--- src/lpidle_pkg.sv ---
// constants and types for the low-power idle clock divider
package lpidle_pkg;
    // divisor select codes carried by the idle instruction
    localparam logic [1:0] DIV_SEL_16  = 2'h0;
    localparam logic [1:0] DIV_SEL_32  = 2'h1;
    localparam logic [1:0] DIV_SEL_64  = 2'h2;
    localparam logic [1:0] DIV_SEL_128 = 2'h3;
    // divide counter width, enough for 128
    localparam int          CNT_W       = 7;
    // reset values
    localparam logic [6:0]  CNT_RST     = 7'h00;
    // wake-up latency in plain idle, in cycles
    localparam int          PLAIN_WAKE_CYCLES = 1;

    // controller states
    typedef enum logic [1:0] {
        LPIDLE_RUN_ST   = 2'b00,   // full-rate execution
        LPIDLE_IDLE_ST  = 2'b01,   // plain idle, core clock enable stopped
        LPIDLE_DIV_ST   = 2'b10,   // divided idle, slow enable
        LPIDLE_SVC_ST   = 2'b11    // waking: service then resume
    } lpidle_state_type;

    // last count (divisor minus one) for a divisor select
    function automatic logic [6:0] lpidle_div_last(input logic [1:0] sel);
        case (sel)
            DIV_SEL_16:  lpidle_div_last = 7'h0F;
            DIV_SEL_32:  lpidle_div_last = 7'h1F;
            DIV_SEL_64:  lpidle_div_last = 7'h3F;
            default:     lpidle_div_last = 7'h7F;
        endcase
    endfunction : lpidle_div_last
endpackage : lpidle_pkg

--- src/lpidle_divider.sv ---
// divide counter producing the slowed enable pulse
`timescale 1ns/1ps
`default_nettype none
module lpidle_divider
    import lpidle_pkg::*;
(
    // clock and reset
    input  wire logic       mclk_in,
    input  wire logic       rst_b_in,
    // control
    input  wire logic       run_in,      // count while high
    input  wire logic [1:0] sel_in,      // divisor select
    // status
    output logic            tick_out,    // one-cycle pulse at divided boundary
    output logic [6:0]      count_out    // current count
);
    logic [6:0] cnt_ff;   // divide counter
    logic       tick_ff;  // boundary pulse

    ////////////////////////////////////////////////////////////////
    // counts master clock cycles, wraps at divisor
    always_ff @(posedge mclk_in or negedge rst_b_in) begin
        if (!rst_b_in) begin
            cnt_ff  <= CNT_RST;
            tick_ff <= 1'b0;
        end else if (!run_in) begin  // held at zero outside divided idle
            cnt_ff  <= CNT_RST;
            tick_ff <= 1'b0;
        end else if (cnt_ff >= lpidle_div_last(sel_in)) begin
            cnt_ff  <= CNT_RST;
            tick_ff <= 1'b1;
        end else begin
            cnt_ff  <= cnt_ff + 7'h01;
            tick_ff <= 1'b0;
        end
    end

    assign tick_out  = tick_ff;
    assign count_out = cnt_ff;
endmodule : lpidle_divider
`default_nettype wire

--- src/lpidle_ctrl.sv ---
// low-power idle controller with optional clock division
`timescale 1ns/1ps
`default_nettype none
module lpidle_ctrl
    import lpidle_pkg::*;
(
    // clock and reset
    input  wire logic       mclk_in,
    input  wire logic       rst_b_in,
    // idle instruction decode from the sequencer
    input  wire logic       idle_exec_in,    // plain idle executed, pulse
    input  wire logic       idle_div_in,     // divided idle executed, pulse
    input  wire logic [1:0] idle_sel_in,     // divisor select 16/32/64/128
    // interrupt side
    input  wire logic       irq_in,          // enabled interrupt pending, level
    input  wire logic       irq_done_in,     // service routine returned, pulse
    // clock enables
    output logic            core_clk_en_out, // processor clock enable
    output logic            periph_clk_en_out, // serial and timer clock enable
    output logic            processor_clock_output, // divided output clock
    // sequencing
    output logic            halt_out,        // instruction fetch halted
    output logic            irq_take_out,    // vector to interrupt, pulse
    output logic            resume_next_out, // continue after idle, pulse
    output logic            idle_out         // controller is idle
);
    lpidle_state_type state_ff;       // controller state
    logic [1:0]       sel_ff;         // latched divisor select
    logic             core_en_ff;     // core enable
    logic             per_en_ff;      // peripheral enable
    logic             clk_out_ff;     // output clock level
    logic             halt_ff;        // halt flag
    logic             take_ff;        // vector pulse
    logic             resume_ff;      // resume pulse
    logic             idle_ff;        // idle flag, tracks the next state
    logic             tick;           // divided boundary pulse
    logic [6:0]       div_last;       // terminal count of the latched divisor
    logic [6:0]       count;          // divider count
    logic             div_run;        // divider running

    ////////////////////////////////////////////////////////////////
    // divider instance
    assign div_run = (state_ff == LPIDLE_DIV_ST);

    lpidle_divider u_div (
        .mclk_in   (mclk_in),
        .rst_b_in  (rst_b_in),
        .run_in    (div_run),
        .sel_in    (sel_ff),
        .tick_out  (tick),
        .count_out (count)
    );

    ////////////////////////////////////////////////////////////////
    // state sequencing
    always_ff @(posedge mclk_in or negedge rst_b_in) begin
        if (!rst_b_in) begin
            state_ff <= LPIDLE_RUN_ST;
        end else begin
            case (state_ff)
                LPIDLE_RUN_ST: begin
                    if (idle_div_in) begin
                        state_ff <= LPIDLE_DIV_ST;
                    end else if (idle_exec_in) begin
                        state_ff <= LPIDLE_IDLE_ST;
                    end
                end
                LPIDLE_IDLE_ST: begin
                    if (irq_in) begin
                        state_ff <= LPIDLE_SVC_ST;
                    end
                end
                LPIDLE_DIV_ST: begin
                    if (irq_in && tick) begin
                        state_ff <= LPIDLE_SVC_ST;
                    end
                end
                LPIDLE_SVC_ST: begin
                    if (irq_done_in) begin
                        state_ff <= LPIDLE_RUN_ST;
                    end
                end
                default: begin
                    state_ff <= LPIDLE_RUN_ST;
                end
            endcase
        end
    end

    ////////////////////////////////////////////////////////////////
    // divisor latch, taken from the instruction
    always_ff @(posedge mclk_in or negedge rst_b_in) begin
        if (!rst_b_in) begin
            sel_ff <= DIV_SEL_16;
        end else if (state_ff == LPIDLE_RUN_ST && idle_div_in) begin
            sel_ff <= idle_sel_in;
        end
    end

    ////////////////////////////////////////////////////////////////
    // idle flag, registered so the port comes from a flip-flop
    always_ff @(posedge mclk_in or negedge rst_b_in) begin
        if (!rst_b_in) begin
            idle_ff <= 1'b0;
        end else begin
            case (state_ff)
                LPIDLE_RUN_ST: begin
                    idle_ff <= idle_exec_in | idle_div_in;
                end
                LPIDLE_IDLE_ST: begin
                    idle_ff <= ~irq_in;
                end
                LPIDLE_DIV_ST: begin
                    idle_ff <= ~(irq_in & tick);
                end
                default: begin
                    idle_ff <= 1'b0;
                end
            endcase
        end
    end

    ////////////////////////////////////////////////////////////////
    // clock enables follow the next state, and in divided idle both pulse high on each tick while halt stays set
    always_ff @(posedge mclk_in or negedge rst_b_in) begin
        if (!rst_b_in) begin
            core_en_ff <= 1'b1;
            per_en_ff  <= 1'b1;
        end else begin
            case (state_ff)
                LPIDLE_RUN_ST: begin
                    if (idle_div_in) begin              // divided idle starts slow
                        core_en_ff <= 1'b0;
                        per_en_ff  <= 1'b0;
                    end else if (idle_exec_in) begin    // plain idle stops the core only
                        core_en_ff <= 1'b0;
                        per_en_ff  <= 1'b1;
                    end else begin
                        core_en_ff <= 1'b1;
                        per_en_ff  <= 1'b1;
                    end
                end
                LPIDLE_IDLE_ST: begin
                    core_en_ff <= irq_in;
                    per_en_ff  <= 1'b1;
                end
                LPIDLE_DIV_ST: begin
                    core_en_ff <= tick;
                    per_en_ff  <= tick;
                end
                default: begin
                    core_en_ff <= 1'b1;
                    per_en_ff  <= 1'b1;
                end
            endcase
        end
    end

    ////////////////////////////////////////////////////////////////
    // output clock: toggles every cycle, in divided idle high while count is below half of div_last, so it slows with the divisor
    assign div_last = lpidle_div_last(sel_ff);

    always_ff @(posedge mclk_in or negedge rst_b_in) begin
        if (!rst_b_in) begin
            clk_out_ff <= 1'b0;
        end else if (div_run) begin
            clk_out_ff <= (count < {1'b0, div_last[6:1]}) ? 1'b1 : 1'b0;
        end else begin
            clk_out_ff <= ~clk_out_ff;
        end
    end

    ////////////////////////////////////////////////////////////////
    // halt, vector and resume sequencing
    always_ff @(posedge mclk_in or negedge rst_b_in) begin
        if (!rst_b_in) begin
            halt_ff   <= 1'b0;
            take_ff   <= 1'b0;
            resume_ff <= 1'b0;
        end else begin
            take_ff   <= 1'b0;
            resume_ff <= 1'b0;
            case (state_ff)
                LPIDLE_RUN_ST: begin
                    halt_ff <= idle_exec_in | idle_div_in;
                end
                LPIDLE_IDLE_ST: begin
                    if (irq_in) begin
                        halt_ff <= 1'b0;
                        take_ff <= 1'b1;
                    end
                end
                LPIDLE_DIV_ST: begin
                    if (irq_in && tick) begin
                        halt_ff <= 1'b0;
                        take_ff <= 1'b1;
                    end
                end
                LPIDLE_SVC_ST: begin
                    if (irq_done_in) begin
                        resume_ff <= 1'b1;
                    end
                end
                default: begin
                    halt_ff <= 1'b0;
                end
            endcase
        end
    end

    assign core_clk_en_out        = core_en_ff;
    assign periph_clk_en_out      = per_en_ff;
    assign processor_clock_output = clk_out_ff;
    assign halt_out               = halt_ff;
    assign irq_take_out           = take_ff;
    assign resume_next_out        = resume_ff;
    assign idle_out               = idle_ff;
endmodule : lpidle_ctrl
`default_nettype wire

--- config.mk ---
export PLATFORM = sky130hd
export DESIGN_NAME = lpidle_ctrl
export DESIGN_NICKNAME = d
export VERILOG_FILES = /design/src/lpidle_pkg.sv /design/src/lpidle_divider.sv /design/src/lpidle_ctrl.sv
export SDC_FILE = /design/constraint.sdc
export NUM_CORES = 1
export LEC_CHECK = 0
export BUFFER_PORTS_ARGS = -buffer_cell sky130_fd_sc_hd__buf_2
export CORE_UTILIZATION = 35
export CTS_BUF_LIST = sky130_fd_sc_hd__clkbuf_8
export DETAILED_ROUTE_END_ITERATION = 7
export PLACE_DENSITY = 0.5
export SYNTH_ARGS = -nofsm -noshare
export SYNTH_HDL_FRONTEND = slang
export SYNTH_SLANG_ARGS = --single-unit
--- constraint.sdc ---
create_clock -name mclk_in -period 2.65 [get_ports mclk_in]
set_clock_uncertainty 0.15 [all_clocks]
set_input_delay 0.53 -clock mclk_in [delete_from_list [all_inputs] [get_ports mclk_in]]
set_output_delay 0.53 -clock mclk_in [all_outputs]
set_load 0.03 [all_outputs]
# After elaboration in Yosys (flattened, before gate mapping)
# Index checks and enable logic that the tools add are counted.
# word_totals
regBits,19
latchBits,0
ram_bits,0
rom_bits,0
memories,0
# classes
add_sub_neg,1
n_mul,0
n_div,0
magnitude_cmp,2
n_eq_ne,9
shifts,0
mux,28
bitwise,5
n_reduce_logical,7
# op_table
cell,n
$mux 7,3
$pmux 7 s3,1
$mux 1,13
$mux 2,5
$pmux 1 s3,3
$pmux 2 s4,1
$add 7x1->7 const B,1
$ge 7x7->1,1
$lt 7x6->1,1
$eq 2x2->1 const B,3
$ne 2x2->1 const B,3
$eq 2x1->1 const B,2
$logic_not 2->1,2
$pmux 1 s2,2
$reduce_and 4->1,1
$ne 3x3->1 const B,1
$not 1->1,3
$reduce_and 3->1,1
$reduce_bool 3->1,1
$logic_and 1x1->1,2
$and 1x1->1,1
$or 1x1->1,1

# Depth between registers and ports, before layout
# Gate-level depths: netlist of run 1.
# depth
word_depth,6
ltp_mapped,6
depth_no_buf,6

# Modules after synthesis
# Synthesis of run 1 repeated with hierarchy kept, for this count alone.
# hier_totals
cells_unflattened,114
hier_area_um2,1131.1
# by_module_without_submodules
mod,instances,cells_per_inst,area_each_um2
lpidle_ctrl,1,61,635.6
lpidle_divider,1,53,495.5

# Worst setup path before layout of run 1
# No wires, ideal clock.
# synth_path
path_type,reg-to-reg
start,register state_ff[0]
end,register state_ff[0]
setup_time_ns,0.125
arrival_time_ns,1.631
t_required_ns,2.375
path_slack_ns,0.744
stages_incl_launch_ff,7
n_path_buf,1
synth_period_minus_slack_ns,1.906
cell_sequence,dfrtp_1 > inv_1 > ha_1 > clkbuf_1 > a21o_1 > a221oi_1 > mux2_2
# synth_via
elab_chain_len,3
word_cells_on_any_way,10
# synth_lines
element,line,source
"start, declared",lpidle_ctrl.sv:27,lpidle_state_type state_ff;
"start signal, assigned",lpidle_ctrl.sv:58,state_ff <= LPIDLE_RUN_ST;
"start signal, assigned",lpidle_ctrl.sv:63,state_ff <= LPIDLE_DIV_ST;
"start signal, assigned",lpidle_ctrl.sv:65,state_ff <= LPIDLE_IDLE_ST;
"$eq 2x2->1, or another cell as far along",lpidle_ctrl.sv:60,case (state_ff)
$ne 2x2->1 (no source line) / $ne 3x3->1 (equally long branches),--,
$reduce_and 4->1 (no source line),--,
# Several ways; a longest one is shown, not always the timed one.
# A chain may end at the register's enable or synchronous reset.

# Worst setup path in the final report of run 1
# layout_path
start,register state_ff[1]
end,register state_ff[0]
# The elaborated chain is that of the path after synthesis.

==> results of run 1 <==
## cell usage after synthesis (all sizes together), types with 3 or more instances
library cell,count
a221oi,3
nand2,12
dfrtp,17
mux2,4
o21ai,7
inv,8
nor2,7
and2,3
a21oi,5
ha,10
## final cells by class
cell class	count	area share, %
flip-flops and latches	19	39.3
multi-input cells	78	45.5
repair buffers	14	5.76
clock buffers	3	3.40
clock inverters	1	0.412
well taps	31	3.19
inverters	8	2.47
## critical path: stages, from the launching register on
cell and delay, ns:
sky130_fd_sc_hd__dfrtp_1 0.42, sky130_fd_sc_hd__inv_1 0.08, sky130_fd_sc_hd__ha_1 0.21, sky130_fd_sc_hd__nor2b_1 0.15, sky130_fd_sc_hd__a21o_1 0.17, sky130_fd_sc_hd__a221oi_1 0.37, sky130_fd_sc_hd__mux2_2 0.39
## power by group
group	switching (W)	internal (W)	total (W)
clock	0.0000934	0.000104	0.000198
sequential	0.0000633	0.000393	0.000457
combinational	0.000358	0.000242	0.000600
total	0.000514	0.000740	0.00125
## kinds of logic after synthesis
logic type,synth area share [%]
AND/OR/NAND/NOR,16.6
AO/OA/AOI/OAI,16.6
flip-flops,44.7
buffers and inverters,3.51
adder cells (fa/ha/maj),12.6
multiplexers,4.22
XOR/XNOR,1.64
## stage by stage
step / setup WS (ns) / power (W) / hold WS, ns / instance area (um2) / std cells
floorplan: 0.744 / 0.000914 / 0.0844 / 1070 / 107
detailed placement: 0.602 / 0.00107 / 0.303 / 1170 / 150
global placement: 0.599 / 0.00106 / 0.288 / 1170 / 150
CTS: 0.590 / 0.00127 / 0.0706 / 1220 / 154
global route: 0.462 / 0.00138 / 0.0840 / 1220 / 154
finish: 0.600 / 0.00125 / 0.0543 / 1220 / 154
## per-layer routing
| metal | global-route usage [%] | part of all wire [%] |
|---|---|---|
| met1 | 20.2 | 52 |
| met2 | 21.2 | 43 |
| met3 | 4.31 | 4.0 |
| met4 | 3.83 | 0.69 |
| met5 | 0 | 0 |
## final timing paths
path	start	endpoint	slack (ns)
setup / recovery	state_ff[1]	state_ff[0]	0.60
hold / removal	rst_b_in	u_div.count_out[2]	0.05
setup reg to reg	state_ff[1]	state_ff[0]	0.60
hold reg to reg	processor_clock_output	processor_clock_output	0.31
max in group asynchronous	rst_b_in	core_clk_en_out	1.96
min in group mclk_in	processor_clock_output	processor_clock_output	0.31
## registers in the layout, summed over array words and instances (netlist names)
register and cells:
core_clk_en_out 1, halt_out 1, idle_out 1, irq_take_out 1, periph_clk_en_out 1, processor_clock_output 1, resume_next_out 1, sel_ff 2
state_ff 2, u_div.count_out 7, u_div.tick_out 1
==> results.ini, run 1 <==
[detailed_routing]
final_antenna_net_count=0
route.detailed.drc=2
routed_wire_length_per_instance_um=13.2
routed_wirelength_um=2030
drt_iter0_drc=13
first_pass_iters=6
avgViaCountPerCell=5.31
vias=817

[synth]
ys_warn_count=0
syn-mean-instance-area_um2=9.99
netlist-cell-type-count=36
syn_nets=125
synth_largest_area_cell=sky130_fd_sc_hd__dfrtp_1
postSynthRegisterBits=19
most_frequently_used_flop_master_after_synthesis=sky130_fd_sc_hd__dfrtp_1
synth_area_um2=1070
postSynth.asyncResetShare_pct=100
synth-seq-area-share_pct=44.7
yosys.area.top_type_share_pct=39.8
synth_cells=107
synth_enable_flop_cells=0
netlist_top_cells_area=sky130_fd_sc_hd__dfrtp_1 40%, sky130_fd_sc_hd__ha_1 12%, sky130_fd_sc_hd__dfstp_2 4.9%

[cts]
clk_transition_reported_paths_ns=0.07
clkLatencyLatePin_ns=0.25
total_clock_buffers_created_by_cts=3
postCtsSetupBuffers=0
cts_max_path_buffers=2
cts_resized=0
clock-sinks=19
quantity_of_hold_fixing_buffers_added_after_cts=0
library_cell_used_as_clock_root_buffer=sky130_fd_sc_hd__clkbuf_8
cts_tree=yes
htree_num_levels=1

[worst_setup_path]
worstSetupEndpointType=flop
worstPathMaxFanout=5
cp.required_ns=2.64
start_kind=flop
worstPathArrival_ns=2.04
timing.setup.critical_path_class=flop to flop
depth_of_the_most_critical_reg_to_reg_path=6

[finish]
fillerInstances=271
synthToLayoutAreaGrowth_pct=13.8
utilization_pct=43.0
antenna-diode-count=0
layout.cells.most_common_list=17 x sky130_fd_sc_hd__dfrtp_1, 14 x sky130_fd_sc_hd__buf_2, 12 x sky130_fd_sc_hd__nand2_1, 10 x sky130_fd_sc_hd__ha_1, 8 x sky130_fd_sc_hd__inv_1
layout_commonest_cell=sky130_fd_sc_hd__dfrtp_1
multiInputGateArea_um2=553
final-seq-area_um2=478
share_of_post_route_cells_with_drive_strength_above_1_pct=22.0
layout.nets=142

[die]
core.rowCount=19
die_span_x_um=57.3
initial_utilization_pct=37.8
floorplan.core_area_um2=2830
fp.dieArea_um2=3280
ioPinCount=15
die_height_um=57.3

[min_path]
hold_path_class=input port to async pin

[power_and_ir_drop]
irDropWorstVdd_mv=0.505
power_density_nw_per_um2=1030
p_leak_nw=0.571

[global_route]
global_route_overflow=0
grt_pass1_vias=788
grt_pass1_wl_um=3540
number_of_antenna_violations_at_the_first_check_in_global_routing=0
groute.usage.overall_pct=14.2
grt_start_max_net_pins=20

[sta]
final-hold-violation-count=0
fmaxAchievable_mhz=488
worst-slew-pin-transition_ns=0.523
layout_min_cycle_time_ns=2.05
final_cycle_utilization_of_the_critical_path_pct=77.3
slew_violations=0
max_slew_headroom_at_the_worst_pin_pct=64.9
total_neg_setup_slack_ns=0
grt_setup_unrepaired=no
setup_violations=0

[outcome]
violations=design-rule violations
outcome=finished, violations left

[place]
dp_hpwl_um=1600
place_congestion=0.850
numPortBuffers=14

[flow_run]
number_of_max_cap_violations=0

Note: power is estimated with default switching activity, not from simulation.
==> inputs of run 2 (changes only) <==
Settings changed: PLACE_DENSITY 0.5 to 0.52.
Clock period 2.65 ns to 1.8 ns, I/O delays scaled along.
==> run 2 against run 1 <==
  * The run still ends with design-rule violations left
  * Power rose by 79%
  * Worst hold slack improved by 0.13 ns
  * Combinational power rose by 110%
  * Utilization rose by 7.7 points
  * Final cell count rose by 10%
  * Flip-flop and latch count did not move
  * Critical endpoint unchanged
  * Largest cell class unchanged
  * Highest routed layer unchanged
==> results.ini, run 2 (synthesized netlist as in run 1, its figures left out) <==
[outcome]
outcome=finished, violations left
violations=design-rule violations

[sta]
max_slew_headroom_at_the_worst_pin_pct=71.6
layout_min_cycle_time_ns=1.79
postLayoutSetupSlackWorst_ns=0.0127
final_cycle_utilization_of_the_critical_path_pct=99.3
total_neg_setup_slack_ns=0
slew_violations=0
grt_setup_unrepaired=yes
setup_violations=0
fmaxAchievable_mhz=560
worst-slew-pin-transition_ns=0.425
final-hold-violation-count=0

[detailed_routing]
route.detailed.drc=4
routed_wirelength_um=2200
vias=870
avgViaCountPerCell=5.12
routed_wire_length_per_instance_um=13.0
final_antenna_net_count=0
drt_iter0_drc=30
first_pass_iters=6

[worst_setup_path]
start_kind=flop
worstPathArrival_ns=1.78
timing.setup.critical_path_class=flop to flop
worstPathMaxFanout=3
worstSetupEndpointType=flop
cp.required_ns=1.79

[finish]
synthToLayoutAreaGrowth_pct=34.3
layout.cells.most_common_list=16 x sky130_fd_sc_hd__dfrtp_1, 15 x sky130_fd_sc_hd__buf_4, 14 x sky130_fd_sc_hd__buf_2, 11 x sky130_fd_sc_hd__nand2_1, 7 x sky130_fd_sc_hd__inv_1
fillerInstances=257
layout.nets=158
share_of_post_route_cells_with_drive_strength_above_1_pct=39.6
largest_reg_flops=7
layout_commonest_cell=sky130_fd_sc_hd__dfrtp_1
post-route-cell-area_um2=1440
antenna-diode-count=0

[power_and_ir_drop]
p_leak_nw=0.667
power_density_nw_per_um2=1570
irDropWorstVdd_mv=0.979

[die]
floorplan.core_area_um2=2830
initial_utilization_pct=37.8
ioPinCount=15
die_height_um=57.3
fp.dieArea_um2=3280
core.rowCount=19
die_span_x_um=57.3

[cts]
library_cell_used_as_clock_root_buffer=sky130_fd_sc_hd__clkbuf_8
cts_tree=yes
clock-sinks=19
cts_max_path_buffers=2
total_clock_buffers_created_by_cts=3
htree_num_levels=1
clk_transition_reported_paths_ns=0.07
clkLatencyLatePin_ns=0.25

[global_route]
grt_pass1_wl_um=3740
groute.usage.overall_pct=14.9
grt_pass1_vias=810
global_route_overflow=0
number_of_antenna_violations_at_the_first_check_in_global_routing=0
grt_start_max_net_pins=20

[place]
dp_hpwl_um=1640
place_congestion=0.853
post_dp_cell_area_um2=1270
numPortBuffers=14
placement.setup.worst_slack_ns=-0.0480

[min_path]
hold_path_class=input port to flop

[flow_run]
number_of_max_cap_violations=0

==> run 2: cell types whose count changed in the layout (fill, tap and decap cells not counted), moves of 2 or more <==
cell                     delta
sky130_fd_sc_hd__buf_4     +15
sky130_fd_sc_hd__ha_1       -4
sky130_fd_sc_hd__ha_4       +3
sky130_fd_sc_hd__mux2_2     -2
sky130_fd_sc_hd__mux2_4     +2
==> run 2: path summary, 6_finish.rpt <==
| kind | endpoint | startpoint | depth (start not counted) | slack, ns |
|---|---|---|---|---|
| setup / recovery | state_ff[0] | state_ff[0] | 5 | 0.01 |
| hold / removal | sel_ff[1] | idle_sel_in[1] | 2 | 0.18 |
| setup reg to reg | state_ff[0] | state_ff[0] | 5 | 0.01 |
| hold reg to reg | processor_clock_output | processor_clock_output | 1 | 0.30 |
| max in group asynchronous | periph_clk_en_out | rst_b_in | 2 | 0.75 |
| min in group asynchronous | u_div.count_out[0] | rst_b_in | 2 | 0.42 |
==> run 2: per-stage QoR <==
stage	std cells	utilization, %	total power [W]	hold slack [ns]
after floorplan	107	-	0.00136	-0.0856
after global placement	162	44.8	0.00172	0.179
after detailed placement	162	44.8	0.00173	0.183
after CTS	169	48.6	0.00216	0.176
after global routing	170	50.7	0.00242	0.172
final	170	50.7	0.00225	0.183
==> run 2: per-layer routing <==
metal | track usage (%) | wire length [um] | up-vias
met5 | 0 | 0 | -
met2 | 22.7 | 1000 | 18
met3 | 4.99 | 110 | 4
met1 | 20.8 | 1070 | 402
met4 | 3.14 | 21 | 0
li1 | - | - | 446
==> run 2: layout make-up <==
cell class	instances	area (um2)	area share [%]
clock buffer	3	41.3	2.88
clock inverter	1	5.00	0.349
inverter	8	30.0	2.09
multi-input combinational	78	648	45.2
sequential	19	479	33.4
tap	31	38.8	2.70
timing repair buffer	30	193	13.4
==> run 2: worst max-delay path, cell delays in order (launching register included) <==
cell and delay [ns]:
sky130_fd_sc_hd__dfrtp_1 0.43, sky130_fd_sc_hd__inv_1 0.10, sky130_fd_sc_hd__ha_2 0.19, sky130_fd_sc_hd__a21o_1 0.22
sky130_fd_sc_hd__a221oi_4 0.26, sky130_fd_sc_hd__mux2_4 0.33
==> run 2: power by group <==
part           switching [W]  internal [W]
Combinational       0.000656      0.000621
Sequential         0.0000986      0.000581
Clock               0.000138      0.000154
Total               0.000893       0.00136
==> run 2: timing repair <==
item                       CTS  global route
setup endpoints to repair    4             9
resized for setup            6            12
hold buffers                 1             0
setup buffers                2             1
gates cloned                 0             0
hold endpoints to repair    17             0
pin swaps                    1             7
==> inputs of run 3 (changes only) <==
--- a/config.mk
+++ b/config.mk
@@ -7,8 +7,8 @@
 export LEC_CHECK = 0
 export BUFFER_PORTS_ARGS = -buffer_cell sky130_fd_sc_hd__buf_2
-export CORE_UTILIZATION = 35
+export CORE_UTILIZATION = 52
 export CTS_BUF_LIST = sky130_fd_sc_hd__clkbuf_8
 export DETAILED_ROUTE_END_ITERATION = 7
-export PLACE_DENSITY = 0.52
+export PLACE_DENSITY = 0.73
 export SYNTH_ARGS = -nofsm -noshare
 export SYNTH_HDL_FRONTEND = slang
==> constraint.sdc (replaced) <==
create_clock -name mclk_in -period 1.8 [get_ports mclk_in]
set_clock_uncertainty 0.15 [all_clocks]
set_input_delay 0.27 -clock mclk_in [delete_from_list [all_inputs] [get_ports mclk_in]]
set_output_delay 0.27 -clock mclk_in [all_outputs]
set_load 0.03 [all_outputs]
==> run 3 against run 2 <==
  * The flow now finishes without violations
  * Count of clock-buffer cells in the layout is the same
  * Via count grew 5.5%
  * Design area grew 2.1%
  * Non-clock buffer count grew 3
  * Die area shrank 32%
  * Critical path depth grew 1
  * Setup slack lost 0.0098 ns
  * Critical path type unchanged
==> results.ini, run 3 (synthesized netlist as in run 1, its figures left out) <==
[detailed_routing]
first_pass_iters=4
avgViaCountPerCell=5.43
drt_iter0_drc=14
final_antenna_net_count=0
routed_wirelength_um=2360
vias=918
route.detailed.drc=0
routed_wire_length_per_instance_um=13.9

[global_route]
groute.usage.overall_pct=23.8
grt_pass1_vias=842
number_of_antenna_violations_at_the_first_check_in_global_routing=0
grt_pass1_wl_um=3740
grt_start_max_net_pins=20
global_route_overflow=0

[die]
fp.dieArea_um2=2240
core.rowCount=16
initial_utilization_pct=55.0
die_span_x_um=47.3
die_height_um=47.3
ioPinCount=15
floorplan.core_area_um2=1940

[sta]
worst-slew-pin-transition_ns=0.413
max_slew_headroom_at_the_worst_pin_pct=72.4
final_cycle_utilization_of_the_critical_path_pct=99.8
total_neg_setup_slack_ns=0
setup_violations=0
grt_setup_unrepaired=yes
fmaxAchievable_mhz=556
holdWs_ns=0.0929
layout_min_cycle_time_ns=1.80
final-hold-violation-count=0
slew_violations=0

[power_and_ir_drop]
clockPowerShare_pct=12.4
pwr-share-comb_pct=58.2
int_power_w=0.00141
power.share.sequential_pct=29.4
fin_total_pwr_w=0.00234
swShare_pct=39.6
power_density_nw_per_um2=1590
irDropWorstVdd_mv=1.29
p_leak_nw=0.682
power.switching_w=0.000926

[worst_setup_path]
worstPathArrival_ns=1.83
depth_of_the_most_critical_reg_to_reg_path=6
timing.setup.critical_path_class=flop to flop
worstSetupEndpointType=flop
worstPathMaxFanout=4
start_kind=flop
timing.rr.start=sel_ff[0]
cp.required_ns=1.83
r2r-end=u_div.count_out[5]
reg2reg_slack_ns=0.003

[cts]
library_cell_used_as_clock_root_buffer=sky130_fd_sc_hd__clkbuf_8
cts_max_path_buffers=2
clk_transition_reported_paths_ns=0.07
clock-sinks=19
clkLatencyLatePin_ns=0.26
htree_num_levels=1
cts_tree=yes
total_clock_buffers_created_by_cts=3

[finish]
synthToLayoutAreaGrowth_pct=37.1
utilization_pct=75.5
share_of_post_route_cells_with_drive_strength_above_1_pct=43.0
layout_commonest_cell=sky130_fd_sc_hd__buf_4
largest_reg_flops=7
post-route-cell-area_um2=1470
layout.cells.most_common_list=17 x sky130_fd_sc_hd__buf_4, 15 x sky130_fd_sc_hd__dfrtp_1, 14 x sky130_fd_sc_hd__buf_2, 11 x sky130_fd_sc_hd__nand2_1, 7 x sky130_fd_sc_hd__inv_1
antenna-diode-count=0
layout.nets=161

[min_path]
hold_path_class=input port to flop
timing.hold.worst.start=idle_sel_in[1]
hold_path_end=sel_ff[1]
min_delay_path_depth=2

[place]
numPortBuffers=14
place_congestion=0.845
dp_hpwl_um=1610
post_dp_cell_area_um2=1260

[flow_run]
number_of_max_cap_violations=0

[outcome]
outcome=complete, no violations

[run 3: power by group through the flow]
stage	clock network (W)	registers, W	logic (W)
after floorplan	0	0.000803	0.000560
after detailed placement	0	0.000659	0.00107
after global placement	0	0.000654	0.00103
after CTS	0.000299	0.000661	0.00119
after global routing	0.000315	0.000711	0.00150
final	0.000290	0.000686	0.00136
[run 3: metrics by stage]
step	setup WS, ns	std cells
floorplan	0.00341	107
global placement	0.0100	158
detailed placement	-0.0360	158
CTS	0.00464	166
global route	-0.0422	169
finish	0.00287	169
[run 3: cell type report]
class	count	area, um2
multi-input cells	78	657
flip-flops and latches	19	480
fillers	127	477
repair buffers	33	219
clock buffers	3	41.3
well taps	27	33.8
inverters	8	30.0
clock inverters	1	3.75
[run 3: worst max-delay path, stage by stage (launching register included)]
cell and delay (ns):
sky130_fd_sc_hd__dfrtp_1 0.43, sky130_fd_sc_hd__buf_6 0.14, sky130_fd_sc_hd__nand2_4 0.07, sky130_fd_sc_hd__ha_4 0.21
sky130_fd_sc_hd__and3_4 0.16, sky130_fd_sc_hd__or4_4 0.40, sky130_fd_sc_hd__a31oi_1 0.16
[run 3: how the worst max path moves through the flow]
stage / start / end / slack (ns) / cells past startpoint
floorplan: state_ff[0] / state_ff[0] / 0.003 / 6
global placement: sel_ff[1] / u_div.count_out[5] / 0.01 / 5
detailed placement: sel_ff[1] / u_div.count_out[5] / -0.04 / 5
CTS: sel_ff[1] / u_div.count_out[5] / 0.005 / 5
global route: sel_ff[0] / u_div.count_out[5] / -0.04 / 6
finish: sel_ff[0] / u_div.count_out[5] / 0.003 / 6
[run 3: layer usage]
layer / global-route usage, % / wire, um
met5: 0 / 0
met4: 8.57 / 36
met3: 4.62 / 86
met2: 36.2 / 1070
met1: 33.4 / 1160
[run 3: timing repair]
item,in CTS,in global routing
hold buffers,1,0
setup endpoints to repair,3,9
buffers inserted,3,3
hold endpoints to repair,17,0
pin swaps,2,9
gates resized for setup,9,16
